===== src/core/sib_pkg.sv =====
// Constants and register map of the serial interrupt flag and enable bank
`default_nettype none

package sib_pkg;

  // ----------------------------------------------------------------
  // Bus geometry
  // ----------------------------------------------------------------
  localparam int ADDR_W = 12;
  localparam int DATA_W = 32;
  localparam int CHAR_W = 8;
  localparam int EVT_W = 6;

  // ----------------------------------------------------------------
  // Register byte offsets
  // ----------------------------------------------------------------
  localparam logic [ADDR_W-1:0] OFS_IRQ_ENABLE_ONE = 12'h000;
  localparam logic [ADDR_W-1:0] OFS_IRQ_ENABLE_TWO = 12'h004;
  localparam logic [ADDR_W-1:0] OFS_IRQ_FLAG_ONE = 12'h008;
  localparam logic [ADDR_W-1:0] OFS_IRQ_FLAG_TWO = 12'h00C;
  localparam logic [ADDR_W-1:0] OFS_PORT0_TX_BUFFER = 12'h010;
  localparam logic [ADDR_W-1:0] OFS_PORT0_RX_BUFFER = 12'h014;
  localparam logic [ADDR_W-1:0] OFS_PORT1_TX_BUFFER = 12'h018;
  localparam logic [ADDR_W-1:0] OFS_PORT1_RX_BUFFER = 12'h01C;
  localparam logic [ADDR_W-1:0] OFS_LINE_STATUS = 12'h020;
  localparam logic [ADDR_W-1:0] OFS_EVENT_STATUS = 12'h024;
  localparam logic [ADDR_W-1:0] OFS_EVENT_MASK = 12'h028;

  // ----------------------------------------------------------------
  // Field positions
  // ----------------------------------------------------------------
  localparam int POS_P0_TX = 7;
  localparam int POS_P0_RX = 6;
  localparam int POS_P1_TX = 5;
  localparam int POS_P1_RX = 4;
  localparam int POS_LS_OVR0 = 0;
  localparam int POS_LS_OVR1 = 1;
  localparam int POS_LS_TXF0 = 2;
  localparam int POS_LS_TXF1 = 3;
  localparam int POS_EV_TX0 = 0;
  localparam int POS_EV_RX0 = 1;
  localparam int POS_EV_OVR0 = 2;
  localparam int POS_EV_TX1 = 3;
  localparam int POS_EV_RX1 = 4;
  localparam int POS_EV_OVR1 = 5;

  // ----------------------------------------------------------------
  // Reset values
  // ----------------------------------------------------------------
  localparam logic RST_TX_FLAG = 1'b1;
  localparam logic RST_RX_FLAG = 1'b0;
  localparam logic RST_ENABLE = 1'b0;
  localparam logic [CHAR_W-1:0] RST_CHAR = 8'h00;
  localparam logic [EVT_W-1:0] RST_EVT = 6'h00;
  localparam logic [DATA_W-1:0] RST_WORD = 32'h0000_0000;

endpackage

`default_nettype wire


===== src/core/sib_port_if.sv =====
// Signals between the register bank and one serial port channel
`default_nettype none

interface sib_port_if;
  import sib_pkg::*;
  logic tx_wr;
  logic rx_rd;
  logic flag_wr;
  logic [CHAR_W-1:0] wdata;
  logic flag_tx_wdata;
  logic flag_rx_wdata;
  logic tx_flag;
  logic rx_flag;
  logic overrun;
  logic tx_full;
  logic [CHAR_W-1:0] tx_buf;
  logic [CHAR_W-1:0] rx_buf;
  logic tx_evt;
  logic rx_evt;
  logic ovr_evt;

  modport bank (
    output tx_wr, rx_rd, flag_wr, wdata, flag_tx_wdata, flag_rx_wdata,
    input tx_flag, rx_flag, overrun, tx_full, tx_buf, rx_buf, tx_evt, rx_evt, ovr_evt
  );
  modport chan (
    input tx_wr, rx_rd, flag_wr, wdata, flag_tx_wdata, flag_rx_wdata,
    output tx_flag, rx_flag, overrun, tx_full, tx_buf, rx_buf, tx_evt, rx_evt, ovr_evt
  );
endinterface

`default_nettype wire


===== src/core/sib_bank.sv =====
// APB register bank holding serial port interrupt enables and flags
`default_nettype none

// Summary of operation
// - Second enable byte bit 5 enables port-1 transmit interrupt, resets to zero.
// - Second enable byte bit 4 enables port-1 receive interrupt, resets to zero.
// - First flag byte bit 7 is port-0 transmit flag, resets one, set when empty.
// - First flag byte bit 6 is port-0 receive flag, resets zero, set on character.
// - Second flag byte bit 5 is port-1 transmit flag, resets one, set when empty.
// - Second flag byte bit 4 is port-1 receive flag, resets zero, set on character.
// - Bits 7-6 and 3-0 of second bytes are untouched and read as zero.
// - First enable byte: port-0 transmit enable bit 7, receive bit 6, reset zero.
// - Writing a transmit buffer clears that port's transmit flag unless the buffer empties in the same cycle.
// - Reading a receive buffer clears that port's overrun bit, and its receive flag unless a character completes in the same cycle.
module sib_bank
  import sib_pkg::*;
(
  input wire logic pclk,
  input wire logic presetn,
  input wire logic psel,
  input wire logic penable,
  input wire logic pwrite,
  input wire logic [ADDR_W-1:0] paddr,
  input wire logic [DATA_W-1:0] pwdata,
  output logic [DATA_W-1:0] prdata,
  output logic pready,
  output logic pslverr,
  input wire logic port0_tx_taken,
  input wire logic port0_rx_done,
  input wire logic [CHAR_W-1:0] port0_rx_char,
  output logic [CHAR_W-1:0] port0_tx_char,
  output logic port0_tx_pending,
  input wire logic port1_tx_taken,
  input wire logic port1_rx_done,
  input wire logic [CHAR_W-1:0] port1_rx_char,
  output logic [CHAR_W-1:0] port1_tx_char,
  output logic port1_tx_pending,
  output logic port0_tx_irq_req,
  output logic port0_rx_irq_req,
  output logic port1_tx_irq_req,
  output logic port1_rx_irq_req,
  output logic irq
);

  // ----------------------------------------------------------------
  // Declarations
  // ----------------------------------------------------------------
  sib_port_if p0_if ();
  sib_port_if p1_if ();

  logic pready_reg;
  logic pslverr_reg;
  logic [DATA_W-1:0] prdata_reg;
  logic port0_tx_irq_enable_reg;
  logic port0_rx_irq_enable_reg;
  logic port1_tx_irq_enable_reg;
  logic port1_rx_irq_enable_reg;
  logic [EVT_W-1:0] evt_status_reg;
  logic [EVT_W-1:0] evt_mask_reg;
  logic [EVT_W-1:0] evt_status_next;
  logic [EVT_W-1:0] evt_mask_next;
  logic [EVT_W-1:0] evt_in;
  logic [EVT_W-1:0] evt_clear;
  logic port0_tx_req_reg;
  logic port0_rx_req_reg;
  logic port1_tx_req_reg;
  logic port1_rx_req_reg;
  logic irq_reg;
  logic [DATA_W-1:0] rdata_mux;
  logic [DATA_W-1:0] en_one_word;
  logic [DATA_W-1:0] en_two_word;
  logic [DATA_W-1:0] flag_one_word;
  logic [DATA_W-1:0] flag_two_word;
  logic [DATA_W-1:0] line_word;

  // ----------------------------------------------------------------
  // Bus phase decode
  // ----------------------------------------------------------------
  wire access = psel & penable;
  wire capture = access & ~pready_reg;
  wire done = access & pready_reg;
  wire wr_en = done & pwrite;
  wire rd_en = done & ~pwrite;

  // ----------------------------------------------------------------
  // Address decode
  // ----------------------------------------------------------------
  wire hit_en_one = (paddr == OFS_IRQ_ENABLE_ONE);
  wire hit_en_two = (paddr == OFS_IRQ_ENABLE_TWO);
  wire hit_flag_one = (paddr == OFS_IRQ_FLAG_ONE);
  wire hit_flag_two = (paddr == OFS_IRQ_FLAG_TWO);
  wire hit_p0_tx = (paddr == OFS_PORT0_TX_BUFFER);
  wire hit_p0_rx = (paddr == OFS_PORT0_RX_BUFFER);
  wire hit_p1_tx = (paddr == OFS_PORT1_TX_BUFFER);
  wire hit_p1_rx = (paddr == OFS_PORT1_RX_BUFFER);
  wire hit_line = (paddr == OFS_LINE_STATUS);
  wire hit_status = (paddr == OFS_EVENT_STATUS);
  wire hit_mask = (paddr == OFS_EVENT_MASK);
  wire hit_any = hit_en_one | hit_en_two | hit_flag_one | hit_flag_two |
                 hit_p0_tx | hit_p0_rx | hit_p1_tx | hit_p1_rx |
                 hit_line | hit_status | hit_mask;

  // ----------------------------------------------------------------
  // Channel requests
  // ----------------------------------------------------------------
  assign p0_if.tx_wr = wr_en & hit_p0_tx;
  assign p0_if.rx_rd = rd_en & hit_p0_rx;
  assign p0_if.flag_wr = wr_en & hit_flag_one;
  assign p0_if.wdata = pwdata[CHAR_W-1:0];
  assign p0_if.flag_tx_wdata = pwdata[POS_P0_TX];
  assign p0_if.flag_rx_wdata = pwdata[POS_P0_RX];

  assign p1_if.tx_wr = wr_en & hit_p1_tx;
  assign p1_if.rx_rd = rd_en & hit_p1_rx;
  assign p1_if.flag_wr = wr_en & hit_flag_two;
  assign p1_if.wdata = pwdata[CHAR_W-1:0];
  assign p1_if.flag_tx_wdata = pwdata[POS_P1_TX];
  assign p1_if.flag_rx_wdata = pwdata[POS_P1_RX];

  // ----------------------------------------------------------------
  // Port channels
  // ----------------------------------------------------------------
  sib_port_chan u_port0 (
    .pclk(pclk),
    .presetn(presetn),
    .bus(p0_if.chan),
    .tx_taken(port0_tx_taken),
    .rx_done(port0_rx_done),
    .rx_char(port0_rx_char),
    .tx_char(port0_tx_char),
    .tx_pending(port0_tx_pending)
  );

  sib_port_chan u_port1 (
    .pclk(pclk),
    .presetn(presetn),
    .bus(p1_if.chan),
    .tx_taken(port1_tx_taken),
    .rx_done(port1_rx_done),
    .rx_char(port1_rx_char),
    .tx_char(port1_tx_char),
    .tx_pending(port1_tx_pending)
  );

  // ----------------------------------------------------------------
  // Read words
  // ----------------------------------------------------------------
  always_comb begin
    en_one_word = RST_WORD;
    en_one_word[POS_P0_TX] = port0_tx_irq_enable_reg;
    en_one_word[POS_P0_RX] = port0_rx_irq_enable_reg;
  end

  always_comb begin
    en_two_word = RST_WORD;
    en_two_word[POS_P1_TX] = port1_tx_irq_enable_reg;
    en_two_word[POS_P1_RX] = port1_rx_irq_enable_reg;
  end

  always_comb begin
    flag_one_word = RST_WORD;
    flag_one_word[POS_P0_TX] = p0_if.tx_flag;
    flag_one_word[POS_P0_RX] = p0_if.rx_flag;
  end

  always_comb begin
    flag_two_word = RST_WORD;
    flag_two_word[POS_P1_TX] = p1_if.tx_flag;
    flag_two_word[POS_P1_RX] = p1_if.rx_flag;
  end

  always_comb begin
    line_word = RST_WORD;
    line_word[POS_LS_OVR0] = p0_if.overrun;
    line_word[POS_LS_OVR1] = p1_if.overrun;
    line_word[POS_LS_TXF0] = p0_if.tx_full;
    line_word[POS_LS_TXF1] = p1_if.tx_full;
  end

  assign rdata_mux =
    hit_en_one ? en_one_word :
    hit_en_two ? en_two_word :
    hit_flag_one ? flag_one_word :
    hit_flag_two ? flag_two_word :
    hit_p0_tx ? {{(DATA_W-CHAR_W){1'b0}}, p0_if.tx_buf} :
    hit_p0_rx ? {{(DATA_W-CHAR_W){1'b0}}, p0_if.rx_buf} :
    hit_p1_tx ? {{(DATA_W-CHAR_W){1'b0}}, p1_if.tx_buf} :
    hit_p1_rx ? {{(DATA_W-CHAR_W){1'b0}}, p1_if.rx_buf} :
    hit_line ? line_word :
    hit_status ? {{(DATA_W-EVT_W){1'b0}}, evt_status_reg} :
    hit_mask ? {{(DATA_W-EVT_W){1'b0}}, evt_mask_reg} :
    RST_WORD;

  // ----------------------------------------------------------------
  // Bus response
  // ----------------------------------------------------------------
  wire pslverr_next = capture & ~hit_any;
  wire [DATA_W-1:0] prdata_next = (capture & ~pwrite) ? rdata_mux : RST_WORD;

  always_ff @(posedge pclk or negedge presetn) begin
    if (!presetn) begin
      pready_reg <= 1'b0;
    end else begin
      pready_reg <= capture;
    end
  end

  always_ff @(posedge pclk or negedge presetn) begin
    if (!presetn) begin
      pslverr_reg <= 1'b0;
    end else begin
      pslverr_reg <= pslverr_next;
    end
  end

  always_ff @(posedge pclk or negedge presetn) begin
    if (!presetn) begin
      prdata_reg <= RST_WORD;
    end else begin
      prdata_reg <= prdata_next;
    end
  end

  // ----------------------------------------------------------------
  // Enable bytes
  // ----------------------------------------------------------------
  wire wr_en_one = wr_en & hit_en_one;
  wire wr_en_two = wr_en & hit_en_two;

  always_ff @(posedge pclk or negedge presetn) begin
    if (!presetn) begin
      port0_tx_irq_enable_reg <= RST_ENABLE;
      port0_rx_irq_enable_reg <= RST_ENABLE;
    end else if (wr_en_one) begin
      port0_tx_irq_enable_reg <= pwdata[POS_P0_TX];
      port0_rx_irq_enable_reg <= pwdata[POS_P0_RX];
    end
  end

  always_ff @(posedge pclk or negedge presetn) begin
    if (!presetn) begin
      port1_tx_irq_enable_reg <= RST_ENABLE;
      port1_rx_irq_enable_reg <= RST_ENABLE;
    end else if (wr_en_two) begin
      port1_tx_irq_enable_reg <= pwdata[POS_P1_TX];
      port1_rx_irq_enable_reg <= pwdata[POS_P1_RX];
    end
  end

  // ----------------------------------------------------------------
  // Event status and mask
  // ----------------------------------------------------------------
  always_comb begin
    evt_in = RST_EVT;
    evt_in[POS_EV_TX0] = p0_if.tx_evt;
    evt_in[POS_EV_RX0] = p0_if.rx_evt;
    evt_in[POS_EV_OVR0] = p0_if.ovr_evt;
    evt_in[POS_EV_TX1] = p1_if.tx_evt;
    evt_in[POS_EV_RX1] = p1_if.rx_evt;
    evt_in[POS_EV_OVR1] = p1_if.ovr_evt;
  end

  assign evt_clear = (wr_en & hit_status) ? pwdata[EVT_W-1:0] : RST_EVT;
  // A new event in the clearing cycle stays recorded
  assign evt_status_next = (evt_status_reg & ~evt_clear) | evt_in;
  assign evt_mask_next = (wr_en & hit_mask) ? pwdata[EVT_W-1:0] : evt_mask_reg;

  always_ff @(posedge pclk or negedge presetn) begin
    if (!presetn) begin
      evt_status_reg <= RST_EVT;
    end else begin
      evt_status_reg <= evt_status_next;
    end
  end

  always_ff @(posedge pclk or negedge presetn) begin
    if (!presetn) begin
      evt_mask_reg <= RST_EVT;
    end else begin
      evt_mask_reg <= evt_mask_next;
    end
  end

  // ----------------------------------------------------------------
  // Interrupt requests
  // ----------------------------------------------------------------
  wire p0_tx_req = p0_if.tx_flag & port0_tx_irq_enable_reg;
  wire p0_rx_req = p0_if.rx_flag & port0_rx_irq_enable_reg;
  wire p1_tx_req = p1_if.tx_flag & port1_tx_irq_enable_reg;
  wire p1_rx_req = p1_if.rx_flag & port1_rx_irq_enable_reg;
  wire any_evt = |(evt_status_reg & evt_mask_reg);

  always_ff @(posedge pclk or negedge presetn) begin
    if (!presetn) begin
      port0_tx_req_reg <= 1'b0;
    end else begin
      port0_tx_req_reg <= p0_tx_req;
    end
  end

  always_ff @(posedge pclk or negedge presetn) begin
    if (!presetn) begin
      port0_rx_req_reg <= 1'b0;
    end else begin
      port0_rx_req_reg <= p0_rx_req;
    end
  end

  always_ff @(posedge pclk or negedge presetn) begin
    if (!presetn) begin
      port1_tx_req_reg <= 1'b0;
    end else begin
      port1_tx_req_reg <= p1_tx_req;
    end
  end

  always_ff @(posedge pclk or negedge presetn) begin
    if (!presetn) begin
      port1_rx_req_reg <= 1'b0;
    end else begin
      port1_rx_req_reg <= p1_rx_req;
    end
  end

  always_ff @(posedge pclk or negedge presetn) begin
    if (!presetn) begin
      irq_reg <= 1'b0;
    end else begin
      irq_reg <= any_evt;
    end
  end

  // ----------------------------------------------------------------
  // Outputs
  // ----------------------------------------------------------------
  assign prdata = prdata_reg;
  assign pready = pready_reg;
  assign pslverr = pslverr_reg;
  assign port0_tx_irq_req = port0_tx_req_reg;
  assign port0_rx_irq_req = port0_rx_req_reg;
  assign port1_tx_irq_req = port1_tx_req_reg;
  assign port1_rx_irq_req = port1_rx_req_reg;
  assign irq = irq_reg;

endmodule

`default_nettype wire


===== src/core/sib_port_chan.sv =====
// Buffers, flags and overrun state of one serial port
`default_nettype none

module sib_port_chan
  import sib_pkg::*;
(
  input wire logic pclk,
  input wire logic presetn,
  sib_port_if.chan bus,
  input wire logic tx_taken,
  input wire logic rx_done,
  input wire logic [CHAR_W-1:0] rx_char,
  output logic [CHAR_W-1:0] tx_char,
  output logic tx_pending
);

  // ----------------------------------------------------------------
  // Next-state terms
  // ----------------------------------------------------------------
  logic tx_flag_reg;
  logic rx_flag_reg;
  logic overrun_reg;
  logic tx_full_reg;
  logic [CHAR_W-1:0] tx_buf_reg;
  logic [CHAR_W-1:0] rx_buf_reg;
  logic tx_flag_next;
  logic rx_flag_next;
  logic overrun_next;
  logic tx_full_next;
  wire ovr_hit = rx_done & rx_flag_reg & ~bus.rx_rd;

  // Buffer empty sets the flag, a buffer write clears it, set wins
  assign tx_flag_next = tx_taken ? 1'b1 :
                        bus.tx_wr ? 1'b0 :
                        bus.flag_wr ? bus.flag_tx_wdata : tx_flag_reg;
  // A complete character sets the flag, a buffer read clears it
  assign rx_flag_next = rx_done ? 1'b1 :
                        bus.rx_rd ? 1'b0 :
                        bus.flag_wr ? bus.flag_rx_wdata : rx_flag_reg;
  assign overrun_next = ovr_hit ? 1'b1 : (bus.rx_rd ? 1'b0 : overrun_reg);
  assign tx_full_next = bus.tx_wr ? 1'b1 : (tx_taken ? 1'b0 : tx_full_reg);

  // ----------------------------------------------------------------
  // State
  // ----------------------------------------------------------------
  always_ff @(posedge pclk or negedge presetn) begin
    if (!presetn) begin
      tx_flag_reg <= RST_TX_FLAG;
      rx_flag_reg <= RST_RX_FLAG;
      overrun_reg <= 1'b0;
      tx_full_reg <= 1'b0;
      tx_buf_reg <= RST_CHAR;
      rx_buf_reg <= RST_CHAR;
    end else begin
      tx_flag_reg <= tx_flag_next;
      rx_flag_reg <= rx_flag_next;
      overrun_reg <= overrun_next;
      tx_full_reg <= tx_full_next;
      tx_buf_reg <= bus.tx_wr ? bus.wdata : tx_buf_reg;
      rx_buf_reg <= rx_done ? rx_char : rx_buf_reg;
    end
  end

  assign bus.tx_flag = tx_flag_reg;
  assign bus.rx_flag = rx_flag_reg;
  assign bus.overrun = overrun_reg;
  assign bus.tx_full = tx_full_reg;
  assign bus.tx_buf = tx_buf_reg;
  assign bus.rx_buf = rx_buf_reg;
  assign bus.tx_evt = tx_taken;
  assign bus.rx_evt = rx_done;
  assign bus.ovr_evt = ovr_hit;
  assign tx_char = tx_buf_reg;
  assign tx_pending = tx_full_reg;

endmodule

`default_nettype wire


===== config.mk =====
export PLATFORM = sky130hd
export DESIGN_NAME = sib_bank
export DESIGN_NICKNAME = d
export VERILOG_FILES = /design/src/core/sib_pkg.sv /design/src/core/sib_port_if.sv /design/src/core/sib_bank.sv /design/src/core/sib_port_chan.sv
export SDC_FILE = /design/constraint.sdc
export NUM_CORES = 1
export LEC_CHECK = 0
export ABC_AREA = 1
export ABC_CLOCK_PERIOD_IN_PS = 3600
export BUFFER_PORTS_ARGS = -buffer_cell sky130_fd_sc_hd__buf_2
export CORE_ASPECT_RATIO = 0.6
export CORE_UTILIZATION = 45
export CTS_BUF_LIST = sky130_fd_sc_hd__clkbuf_2 sky130_fd_sc_hd__clkbuf_4 sky130_fd_sc_hd__clkbuf_8
export CTS_CLUSTER_DIAMETER = 100
export CTS_CLUSTER_SIZE = 25
export DETAILED_ROUTE_END_ITERATION = 10
export GPL_ROUTABILITY_DRIVEN = 0
export GPL_TIMING_DRIVEN = 0
export HOLD_SLACK_MARGIN = 0.06
export PLACE_DENSITY = 0.73
export SLEW_MARGIN = 25
export SYNTH_ARGS = -nofsm -noshare
export SYNTH_HDL_FRONTEND = slang
export SYNTH_SLANG_ARGS = --single-unit

===== constraint.sdc =====
create_clock -name pclk -period 3.6 [get_ports pclk]
set_input_delay 0.36 -clock pclk [delete_from_list [all_inputs] [get_ports pclk]]
set_output_delay 0.36 -clock pclk [all_outputs]
set_load 0.005 [all_outputs]

* Yosys cells after proc, flatten, opt, wreduce, memory -nomap -nowiden
Index checks and enable logic that the tools add are counted.
** Word-level totals
- Bits in latches :: 0
- Memories kept :: 0
- Flip-flop bits (word level) :: 71
- Input bits :: 69
- Bits in writable memories :: 0
- ROM bits :: 0
- Output and inout bits :: 57
** Operators by class
- Mux-type cells :: 33
- Multipliers :: 0
- Div/mod/pow operators :: 0
- Equality and inequality tests :: 10
- $add $sub $neg :: 0
- Shifts and indexed selects :: 0
- Magnitude comparators :: 0
- Reductions and logical operators :: 10
- Bitwise logic cells :: 44
** Operator list (number)
- $mux 8 :: 9
- $eq 12x5->1 const B :: 4
- $eq 12x6->1 const B :: 3
- $and 1x1->1 :: 25
- $eq 12x4->1 const B :: 2
- $mux 6 :: 4
- $mux 1 :: 20
- $and 6x6->6 :: 2
- $eq 12x3->1 const B :: 1
- $logic_not 12->1 :: 1
- $reduce_bool 3->1 :: 4
- $or 1x1->1 :: 10
- $reduce_bool 2->1 :: 4
- $not 6->6 :: 1
- $or 6x6->6 :: 1
- $reduce_or 6->1 :: 1
- $not 1->1 :: 5

* Logic depth before layout (Yosys ltp)
Gate-level depths: netlist (run 1).
- Depth in word-level cells :: 13
- Gate-level depth with buffers :: 15
- Depth with buffers taken out :: 14

* By module
Synthesis (run 1) repeated with hierarchy kept, for this count alone.
** Unflattened totals
- Cells, all modules :: 513
- Area, all modules :: 3998.8 um^2
** Modules (own cells, without submodules)
- sib_bank :: instances 1, area an instance 2202.1 um^2, cells an instance 305
- sib_port_chan :: instances 2, area an instance 898.4 um^2, cells an instance 104

* Worst setup path after synthesis (run 1)
Ideal clock, no wire load.
- Path kind :: input-to-reg
- Start point :: in paddr[9]
- End point :: reg prdata_reg[4] (netlist: prdata[4])
- Cell stages on the path :: 13
- Path buffers :: 0
- Setup slack :: 1967 ps
- Setup time :: 120 ps
- Data arrival time :: 1513 ps
- Path through :: nor2_2 > nand2_2 > nor2_8 > nand2_4 > nor2_8 > inv_4 > or2_0 > nand2_1 > nand2_1 > nand2_1 > nand2_1 > nand2_1 > a21oi_1
** Between the ends
- Word-level cells in the longest chain between the ends :: 13
- Elaborated cells between the ends (all ways) :: 23
- Classes of those cells :: eq/ne: 10; mux: 12; reduce/logical: 1
** Ends and longest elaborated chain
- start: declaration :: RTL line sib_bank.sv:23 : input wire logic [ADDR_W-1:0] paddr,
- $eq 12x6->1 :: RTL line sib_bank.sv:98 : wire hit_mask = (paddr == OFS_EVENT_MASK);
- $mux 6 :: RTL line sib_bank.sv:191 : hit_mask ? {{(DATA_W-EVT_W){1'b0}}, evt_mask_reg} :
- $mux 6 :: RTL line sib_bank.sv:190 : hit_status ? {{(DATA_W-EVT_W){1'b0}}, evt_status_reg} :
- $mux 6 :: RTL line sib_bank.sv:189 : hit_line ? line_word :
- $mux 8 :: RTL line sib_bank.sv:188 : hit_p1_rx ? {{(DATA_W-CHAR_W){1'b0}}, p1_if.rx_buf} :
- $mux 8 :: RTL line sib_bank.sv:187 : hit_p1_tx ? {{(DATA_W-CHAR_W){1'b0}}, p1_if.tx_buf} :
- $mux 8 :: RTL line sib_bank.sv:186 : hit_p0_rx ? {{(DATA_W-CHAR_W){1'b0}}, p0_if.rx_buf} :
- $mux 8 :: RTL line sib_bank.sv:185 : hit_p0_tx ? {{(DATA_W-CHAR_W){1'b0}}, p0_if.tx_buf} :
- $mux 8 :: RTL line sib_bank.sv:184 : hit_flag_two ? flag_two_word :
- $mux 8 :: RTL line sib_bank.sv:183 : hit_flag_one ? flag_one_word :
- $mux 8 :: RTL line sib_bank.sv:182 : hit_en_two ? en_two_word :
- $mux 8 (*) :: RTL line sib_bank.sv:181 : hit_en_one ? en_one_word :
- $mux 8 (*) :: RTL line sib_bank.sv:198 : wire [DATA_W-1:0] prdata_next = (capture & ~pwrite) ? rdata_mux : RST_WORD;
- via prdata_next[4] :: RTL line sib_bank.sv:198
- end signal: assignment :: RTL line sib_bank.sv:220 : prdata_reg <= prdata_next;
- end: declaration :: RTL line sib_bank.sv:53 : logic [DATA_W-1:0] prdata_reg;
The timed path passes the listed nets; every way through them passes the cells marked *.
A chain may end at the register's enable or synchronous reset.

* Worst setup path in the final report (run 1)
- Start point :: reg pready_reg (netlist: pready)
- End point :: reg u_port1.tx_buf_reg[4] (netlist: u_port1.bus.tx_buf[4])
** Between the ends
- Word-level cells in the longest chain between the ends :: 3
** Ends and longest elaborated chain
- start: declaration :: RTL line sib_bank.sv:51 : logic pready_reg;
- start signal: assignment :: RTL line sib_bank.sv:204 : pready_reg <= capture;
- $and 1x1->1 :: RTL line sib_bank.sv:81 : wire done = access & pready_reg;
- $and 1x1->1 :: RTL line sib_bank.sv:82 : wire wr_en = done & pwrite;
- $and 1x1->1 :: RTL line sib_bank.sv:113 : assign p1_if.tx_wr = wr_en & hit_p1_tx;
- end signal: assignment :: RTL line sib_port_chan.sv:59 : tx_buf_reg <= bus.tx_wr ? bus.wdata : tx_buf_reg;
- end: declaration :: RTL line sib_port_chan.sv:24 : logic [CHAR_W-1:0] tx_buf_reg;
Every way passes these cells.

==> metrics.cfg, run 1 <==
[critical_path]
path_buf_inv=1
path_cells=nand3_1 -> nor2_1 -> nand2_2 -> clkbuf_1 -> nand2_1 -> o21ai_0
worstPathMaxFanout=10
worst_setup_path_start_kind=flip-flop
crit_path_end_kind=flip-flop
required_ns=3.83
critPathKind=reg2reg
critical-path-top-delay-family=simple AND/OR/NAND/NOR gates
crit_slowest_cell=nor2_1
arrival_ns=2.31
slowest_delay_ns=0.61

[clock_tree]
cts_tree=yes
cts.sinks=71
post_cts_buffers=0
cts_hold_buffers=1
cts-buffers-inserted=9
htree_num_levels=3
ctsResizeCount=0
clkTransAtPathRegs_ns=0.07
insertion_delay_ns=0.37
root_buffer=clkbuf_8
clockBufferDepth=2

[pwr]
p_int_mw=1.284
combPwrFrac_pct=7.8
switching_share_pct=23.52
powerDensity_nw_per_um2=374.5
power.switching_mw=0.3946
p_leak_nw=2.546
seqPwrFrac_pct=49.0
ir_worst_vdd_v=0.0002190
pwr-share-clk_pct=43.2

[detailed_routing]
dr.first_iter.drc_count=230
wire_per_inst_um=14.31
wl_mm=9.601
dr.pass1.iters=6
drc=0
num_vias=3351
viasPerCell=4.994
ant_nets=0

[logic_synthesis]
ys_seq_elements=71
synth_cell_type_count=34
syn_avg_cell_area_um2=8.048
synthCells=449
syn_area_um2=3613
ys_warn_count=0
seq_area_frac_synth_pct=49.24

[placement]
hpwl_mm=7.409
io_buffers=77

[floorplanning]
start_util_pct=48.13
dieArea_um2=8404
io-pin-count=126
rows=24
core_um2=7507
die_w_um=117.7
die_y_um=71.41

[run]
drv_cap=0

[global_routing]
antenna_found_initial=0
grt_pass1_vias=3075
grt_pass1_wl_mm=15.39
grtUsageTotal_pct=24.59
grt_max_degree=48
overflow=0

[worst_hold_path]
min-delay-path-class=in2reg

[final_layout]
drive_gt1_share_pct=25.40
antenna_cells=0
final_nets=631
fillers=707
area_delta_synth_final_pct=24.03

[timing]
slew-limit-headroom_pct=47.69
setup_violations=0
hold_slack_ns=0.1903
tightest_slew_ns=0.7818
maxClockFrequency_mhz=481.9
hold_violations=0
timing.final.crit_share_pct=57.64
final.setup_skew_ns=0.006634
layout_min_cycle_time_ns=2.075
final_max_slew_viol_count=0
rsz0062_at_grt=false
setup-tns-final_ns=0

[run_status]
status=finished, final reports clean

[final cells by class]
cell class	count	area [µm²]	area share (%)
repair buffers	79	425.4	9.492
clock inverters	5	81.33	1.815
clock buffers	11	145.1	3.238
flip-flops and latches	71	1779	39.70
plain buffers	32	221.5	4.941
multi-input cells	301	1441	32.16
well taps	104	130.1	2.903
inverters	68	257.7	5.751
[placed cells by master, fill, tap and decap left out, types with 2 or more instances in the layout]
cell type / n
clkbuf_1: 4
o21bai_1: 2
nor2_4: 3
o21ai_0: 54
conb_1: 24
nand2_1: 129
buf_4: 25
inv_1: 63
nor3_1: 2
or2_0: 2
inv_2: 4
nand2_2: 3
o22ai_1: 4
o221ai_1: 3
buf_2: 78
nor2_1: 14
dfstp_2: 2
o211ai_1: 5
nand3_2: 2
nor2_2: 3
nand4_1: 8
a21oi_1: 15
clkbuf_8: 10
o21ai_1: 3
bufinv_16: 2
dfrtp_1: 69
o2111ai_1: 2
nor2_8: 2
nand3_1: 17
[per-stage QoR]
| stage | power [mW] | instance area [µm²] | setup WS (ns) | utilization [%] | cells |
|---|---|---|---|---|---|
| after CTS | 1.692 | 4482 | 1.568 | 59.70 | 671 |
| after global routing | 1.740 | 4482 | 1.427 | 59.70 | 671 |
| after global placement | 0.9605 | 4215 | 1.477 | 56.15 | 653 |
| final | 1.678 | 4482 | 1.525 | 59.70 | 671 |
| after floorplan | 0.9019 | 3700 | 1.967 | - | 472 |
| after detailed placement | 0.9677 | 4245 | 1.448 | 56.55 | 654 |
[cell usage after synthesis (all sizes together)]
library cell | count | area (µm²)
o221ai | 3 | 26.28
o21ai | 57 | 285.3
nand2 | 133 | 514.2
o22ai | 4 | 25.02
conb | 1 | 3.750
nand4 | 8 | 50.05
buf | 27 | 201.4
inv | 68 | 257.8
dfstp | 2 | 52.55
nor2 | 22 | 145.1
nand3 | 20 | 122.6
o21bai | 2 | 15.01
a221oi | 1 | 8.760
o2111ai | 2 | 17.52
clkbuf | 5 | 20.01
a21oi | 15 | 75.07
nor3 | 2 | 10.01
o211ai | 5 | 37.54
dfrtp | 69 | 1727
or2 | 2 | 12.51
nor4 | 1 | 6.260
[worst min-delay path, cell delays in order]
cell	delay, ns
buf_2	0.07
nand2_1	0.04
nand2_1	0.05
[power by group through the flow]
| stage | logic [mW] | clock network [mW] | registers [mW] |
|---|---|---|---|
| after detailed placement | 0.130 | 0 | 0.838 |
| after global routing | 0.149 | 0.768 | 0.823 |
| after global placement | 0.123 | 0 | 0.837 |
| after floorplan | 0.0661 | 0 | 0.836 |
| final | 0.131 | 0.725 | 0.822 |
| after CTS | 0.132 | 0.738 | 0.822 |
[kinds of logic (layout without fill, tap and decap cells)]
kind of cell / count (synthesis) / count (layout) / synth area share, %
compound gates: 89 / 89 / 13.57
buf+inv: 100 / 195 / 13.26
flops: 71 / 71 / 49.24
other cells: 1 / 24 / 0.1038
simple gates: 188 / 188 / 23.82
[layer usage]
| layer | routed length, µm | up-vias | track usage (%) |
|---|---|---|---|
| met2 | 3785 | 171 | 33.33 |
| met1 | 4705 | 1545 | 36.41 |
| li1 | - | 1622 | - |
| met3 | 993 | 13 | 8.758 |
| met5 | 0 | - | 0 |
| met4 | 118 | 0 | 7.550 |
[final timing paths]
path	from	to	slack (ns)	cells past startpoint
worst max-delay path	pready$_DFF_PN0_	u_port1.bus.tx_buf[4]$_DFFE_PN0P_	1.52	6
worst min-delay path	port1_rx_char[4]	u_port1.bus.rx_buf[4]$_DFFE_PN0P_	0.19	3
worst max register to register	pready$_DFF_PN0_	u_port1.bus.tx_buf[4]$_DFFE_PN0P_	1.52	6
worst min register to register	u_port0.bus.rx_buf[1]$_DFFE_PN0P_	u_port0.bus.rx_buf[1]$_DFFE_PN0P_	0.48	2
max in group asynchronous	presetn	u_port0.bus.tx_flag$_DFFE_PN1P_	2.57	3
min in group asynchronous	presetn	pready$_DFF_PN0_	0.44	2
Power figures use the tool's default switching activity.
==> run 2, diff against run 1 <==
Settings changed: ABC_CLOCK_PERIOD_IN_PS 3600 to 1700, PLACE_DENSITY 0.73 to 0.76.
Clock period 3.6 ns to 1.7 ns, I/O delays scaled along.
==> run 2 against run 1 <==
  * Register-to-register slack worse by 1.4 ns
  * Worst hold slack worse by 0.11 ns
  * Design area is 3.8% higher
  * Critical path depth fell by 1
  * Clock power up 88%
  * Power is 100% higher
  * Via count up 2.5%
  * Wire length is 3.4% higher
  * Sequential power rose by 110%
  * Final cell count up 2.5%
  * Worst setup slack got worse by 1.4 ns
  * First-iteration DRC count grew 31%
  * Largest power group unchanged
==> metrics.cfg, run 2 (synthesis results as in run 1) <==
[global_routing]
grt_pass1_wl_mm=15.86  ; was 15.39 mm
overflow=0  ; unchanged
grt_pass1_vias=3175  ; was 3,075
grtUsageTotal_pct=25.02  ; was 24.59%
antenna_found_initial=0  ; unchanged
grt_max_degree=46  ; was 48

[critical_path]
startpoint=pready$_DFF_PN0_  ; unchanged
r2r_cells=5  ; was 6
reg2reg_to=u_port0.bus.tx_buf[2]$_DFFE_PN0P_  ; was u_port1.bus.tx_buf[4]$_DFFE_PN0P_
worstPathMaxFanout=10  ; unchanged
reg2reg_from=pready$_DFF_PN0_  ; unchanged
crit_path_end_kind=flip-flop  ; unchanged
worst_setup_path_start_kind=flip-flop  ; unchanged
arrival_ns=1.89  ; was 2.31 ns
r2r_setup_slack_ns=0.08  ; was 1.52 ns
critPathKind=reg2reg  ; unchanged
required_ns=1.98  ; was 3.83 ns

[floorplanning]
rows=24  ; unchanged
io-pin-count=126  ; unchanged
core_um2=7507  ; unchanged
die_y_um=71.41  ; unchanged
start_util_pct=48.13  ; unchanged
die_w_um=117.7  ; unchanged
dieArea_um2=8404  ; unchanged

[timing]
hold_violations=0  ; unchanged
layout_min_cycle_time_ns=1.615  ; was 2.075 ns
final_max_slew_viol_count=0  ; unchanged
rsz0062_at_grt=false  ; unchanged
setup_violations=0  ; unchanged
timing.final.crit_share_pct=95.00  ; was 57.64%
maxClockFrequency_mhz=619.2  ; was 481.9 MHz
fin_ws_ns=0.08494  ; was 1.525 ns
final.setup_skew_ns=0.006608  ; was 0.006634 ns

[final_layout]
final_cells=688  ; was 671
final_common_cell=nand2_1  ; unchanged
drive_gt1_share_pct=25.17  ; was 25.40%
layout_common_cells=nand2_1, buf_2, dfrtp_1  ; unchanged
antenna_cells=0  ; unchanged
post-route-util_pct=61.95  ; was 59.70%
final_nets=649  ; was 631
area_delta_synth_final_pct=28.70  ; was 24.03%

[detailed_routing]
dr.pass1.iters=7  ; was 6
wl_mm=9.923  ; was 9.601 mm
wire_per_inst_um=14.42  ; was 14.31 µm
num_vias=3436  ; was 3,351
ant_nets=0  ; unchanged
drc=0  ; unchanged
viasPerCell=4.994  ; about the same
dr.first_iter.drc_count=302  ; was 230

[clock_tree]
htree_num_levels=3  ; unchanged
insertion_delay_ns=0.36  ; was 0.37 ns
root_buffer=clkbuf_8  ; unchanged
clkTransAtPathRegs_ns=0.08  ; was 0.07 ns
cts_tree=yes  ; unchanged
clockBufferDepth=2  ; unchanged
cts-buffers-inserted=9  ; unchanged
cts.sinks=71  ; unchanged

[pwr]
p_total_mw=3.417  ; was 1.678 mW
ir_worst_vdd_v=0.0003997  ; was 0.0002190 V
powerDensity_nw_per_um2=734.7  ; was 374.5 nW/µm²
p_leak_nw=2.605  ; was 2.546 nW

[run_status]
status=finished, final reports clean  ; unchanged

[worst_hold_path]
hold_start=port0_rx_done  ; was port1_rx_char[4]
holdPathEnd=u_port0.bus.rx_buf[5]$_DFFE_PN0P_  ; was u_port1.bus.rx_buf[4]$_DFFE_PN0P_
whs_path_depth=2  ; was 3
min-delay-path-class=in2reg  ; unchanged

[placement]
detailedPlace.worstSlack_ns=-0.3086  ; was 1.448 ns
io_buffers=77  ; unchanged
hpwl_mm=7.538  ; was 7.409 mm
dp.cells=654  ; unchanged

[run]
drv_cap=0  ; unchanged

run 2: cell types whose count changed in the layout (fill, tap and decap cells not counted), sizes merged:
| cell | delta |
|---|---|
| dlygate4sd3 | +18 |
| bufinv | -1 |
| clkbuf | -1 |
| clkinvlp | +1 |
run 2: per-layer routing:
metal	wire (µm)	part of all wire [%]	global-route usage, %
met1	4608	46	35.79
met4	92	0.93	6.125
met3	995	10	6.768
met5	0	0	0
met2	4227	43	37.97
run 2: cell type report:
class	instances	area, µm²
Clock inverter	5	58.81
Fill cell	683	2856
Inverter	68	257.7
Multi-Input combinational cell	301	1454
Buffer	31	220.2
Sequential cell	71	1779
Tap cell	104	130.1
Timing Repair Buffer	98	613.1
Clock buffer	10	137.6
run 2: repair_timing:
action,4_1_cts,5_1_grt
buffers inserted,0,1
pin swaps,0,1
hold buffers,19,0
resized for setup,2,3
hold endpoints to repair,46,0
setup endpoints to repair,31,22
run 2: worst max path at each step:
stage                                              endpoint  slack (ns)  cells after the start
final                     u_port0.bus.tx_buf[2]$_DFFE_PN0P_        0.08                      5
after global routing                    prdata[4]$_DFF_PN0_      0.0003                     16
after CTS                 u_port1.bus.tx_buf[7]$_DFFE_PN0P_        0.03                      5
after detailed placement  u_port1.bus.tx_buf[7]$_DFFE_PN0P_       -0.31                      5
after global placement    u_port1.bus.tx_buf[4]$_DFFE_PN0P_       -0.28                      6
after floorplan                         prdata[4]$_DFF_PN0_        0.26                     13
run 2: critical path: stages (launching register included):
cell	delay, ns
dfrtp_1	0.38
nand3_1	0.17
nor2_4	0.27
nand2_2	0.22
clkbuf_2	0.28
o21ai_0	0.21
run 2: per-stage QoR:
| step | hold WS [ns] | setup TNS [ns] | area, µm² |
|---|---|---|---|
| detailed placement | 0.1127 | -7.098 | 4245 |
| global route | 0.09186 | 0 | 4651 |
| floorplan | -0.1256 | 0 | 3700 |
| global placement | 0.3773 | -5.512 | 4215 |
| finish | 0.08032 | 0 | 4651 |
| CTS | 0.07281 | 0 | 4639 |
run 2: power breakdown:
group / switching [mW] / total [mW] / internal, mW
clock: 0.655 / 1.36 / 0.708
sequential: 0.0170 / 1.74 / 1.72
combinational: 0.173 / 0.312 / 0.140
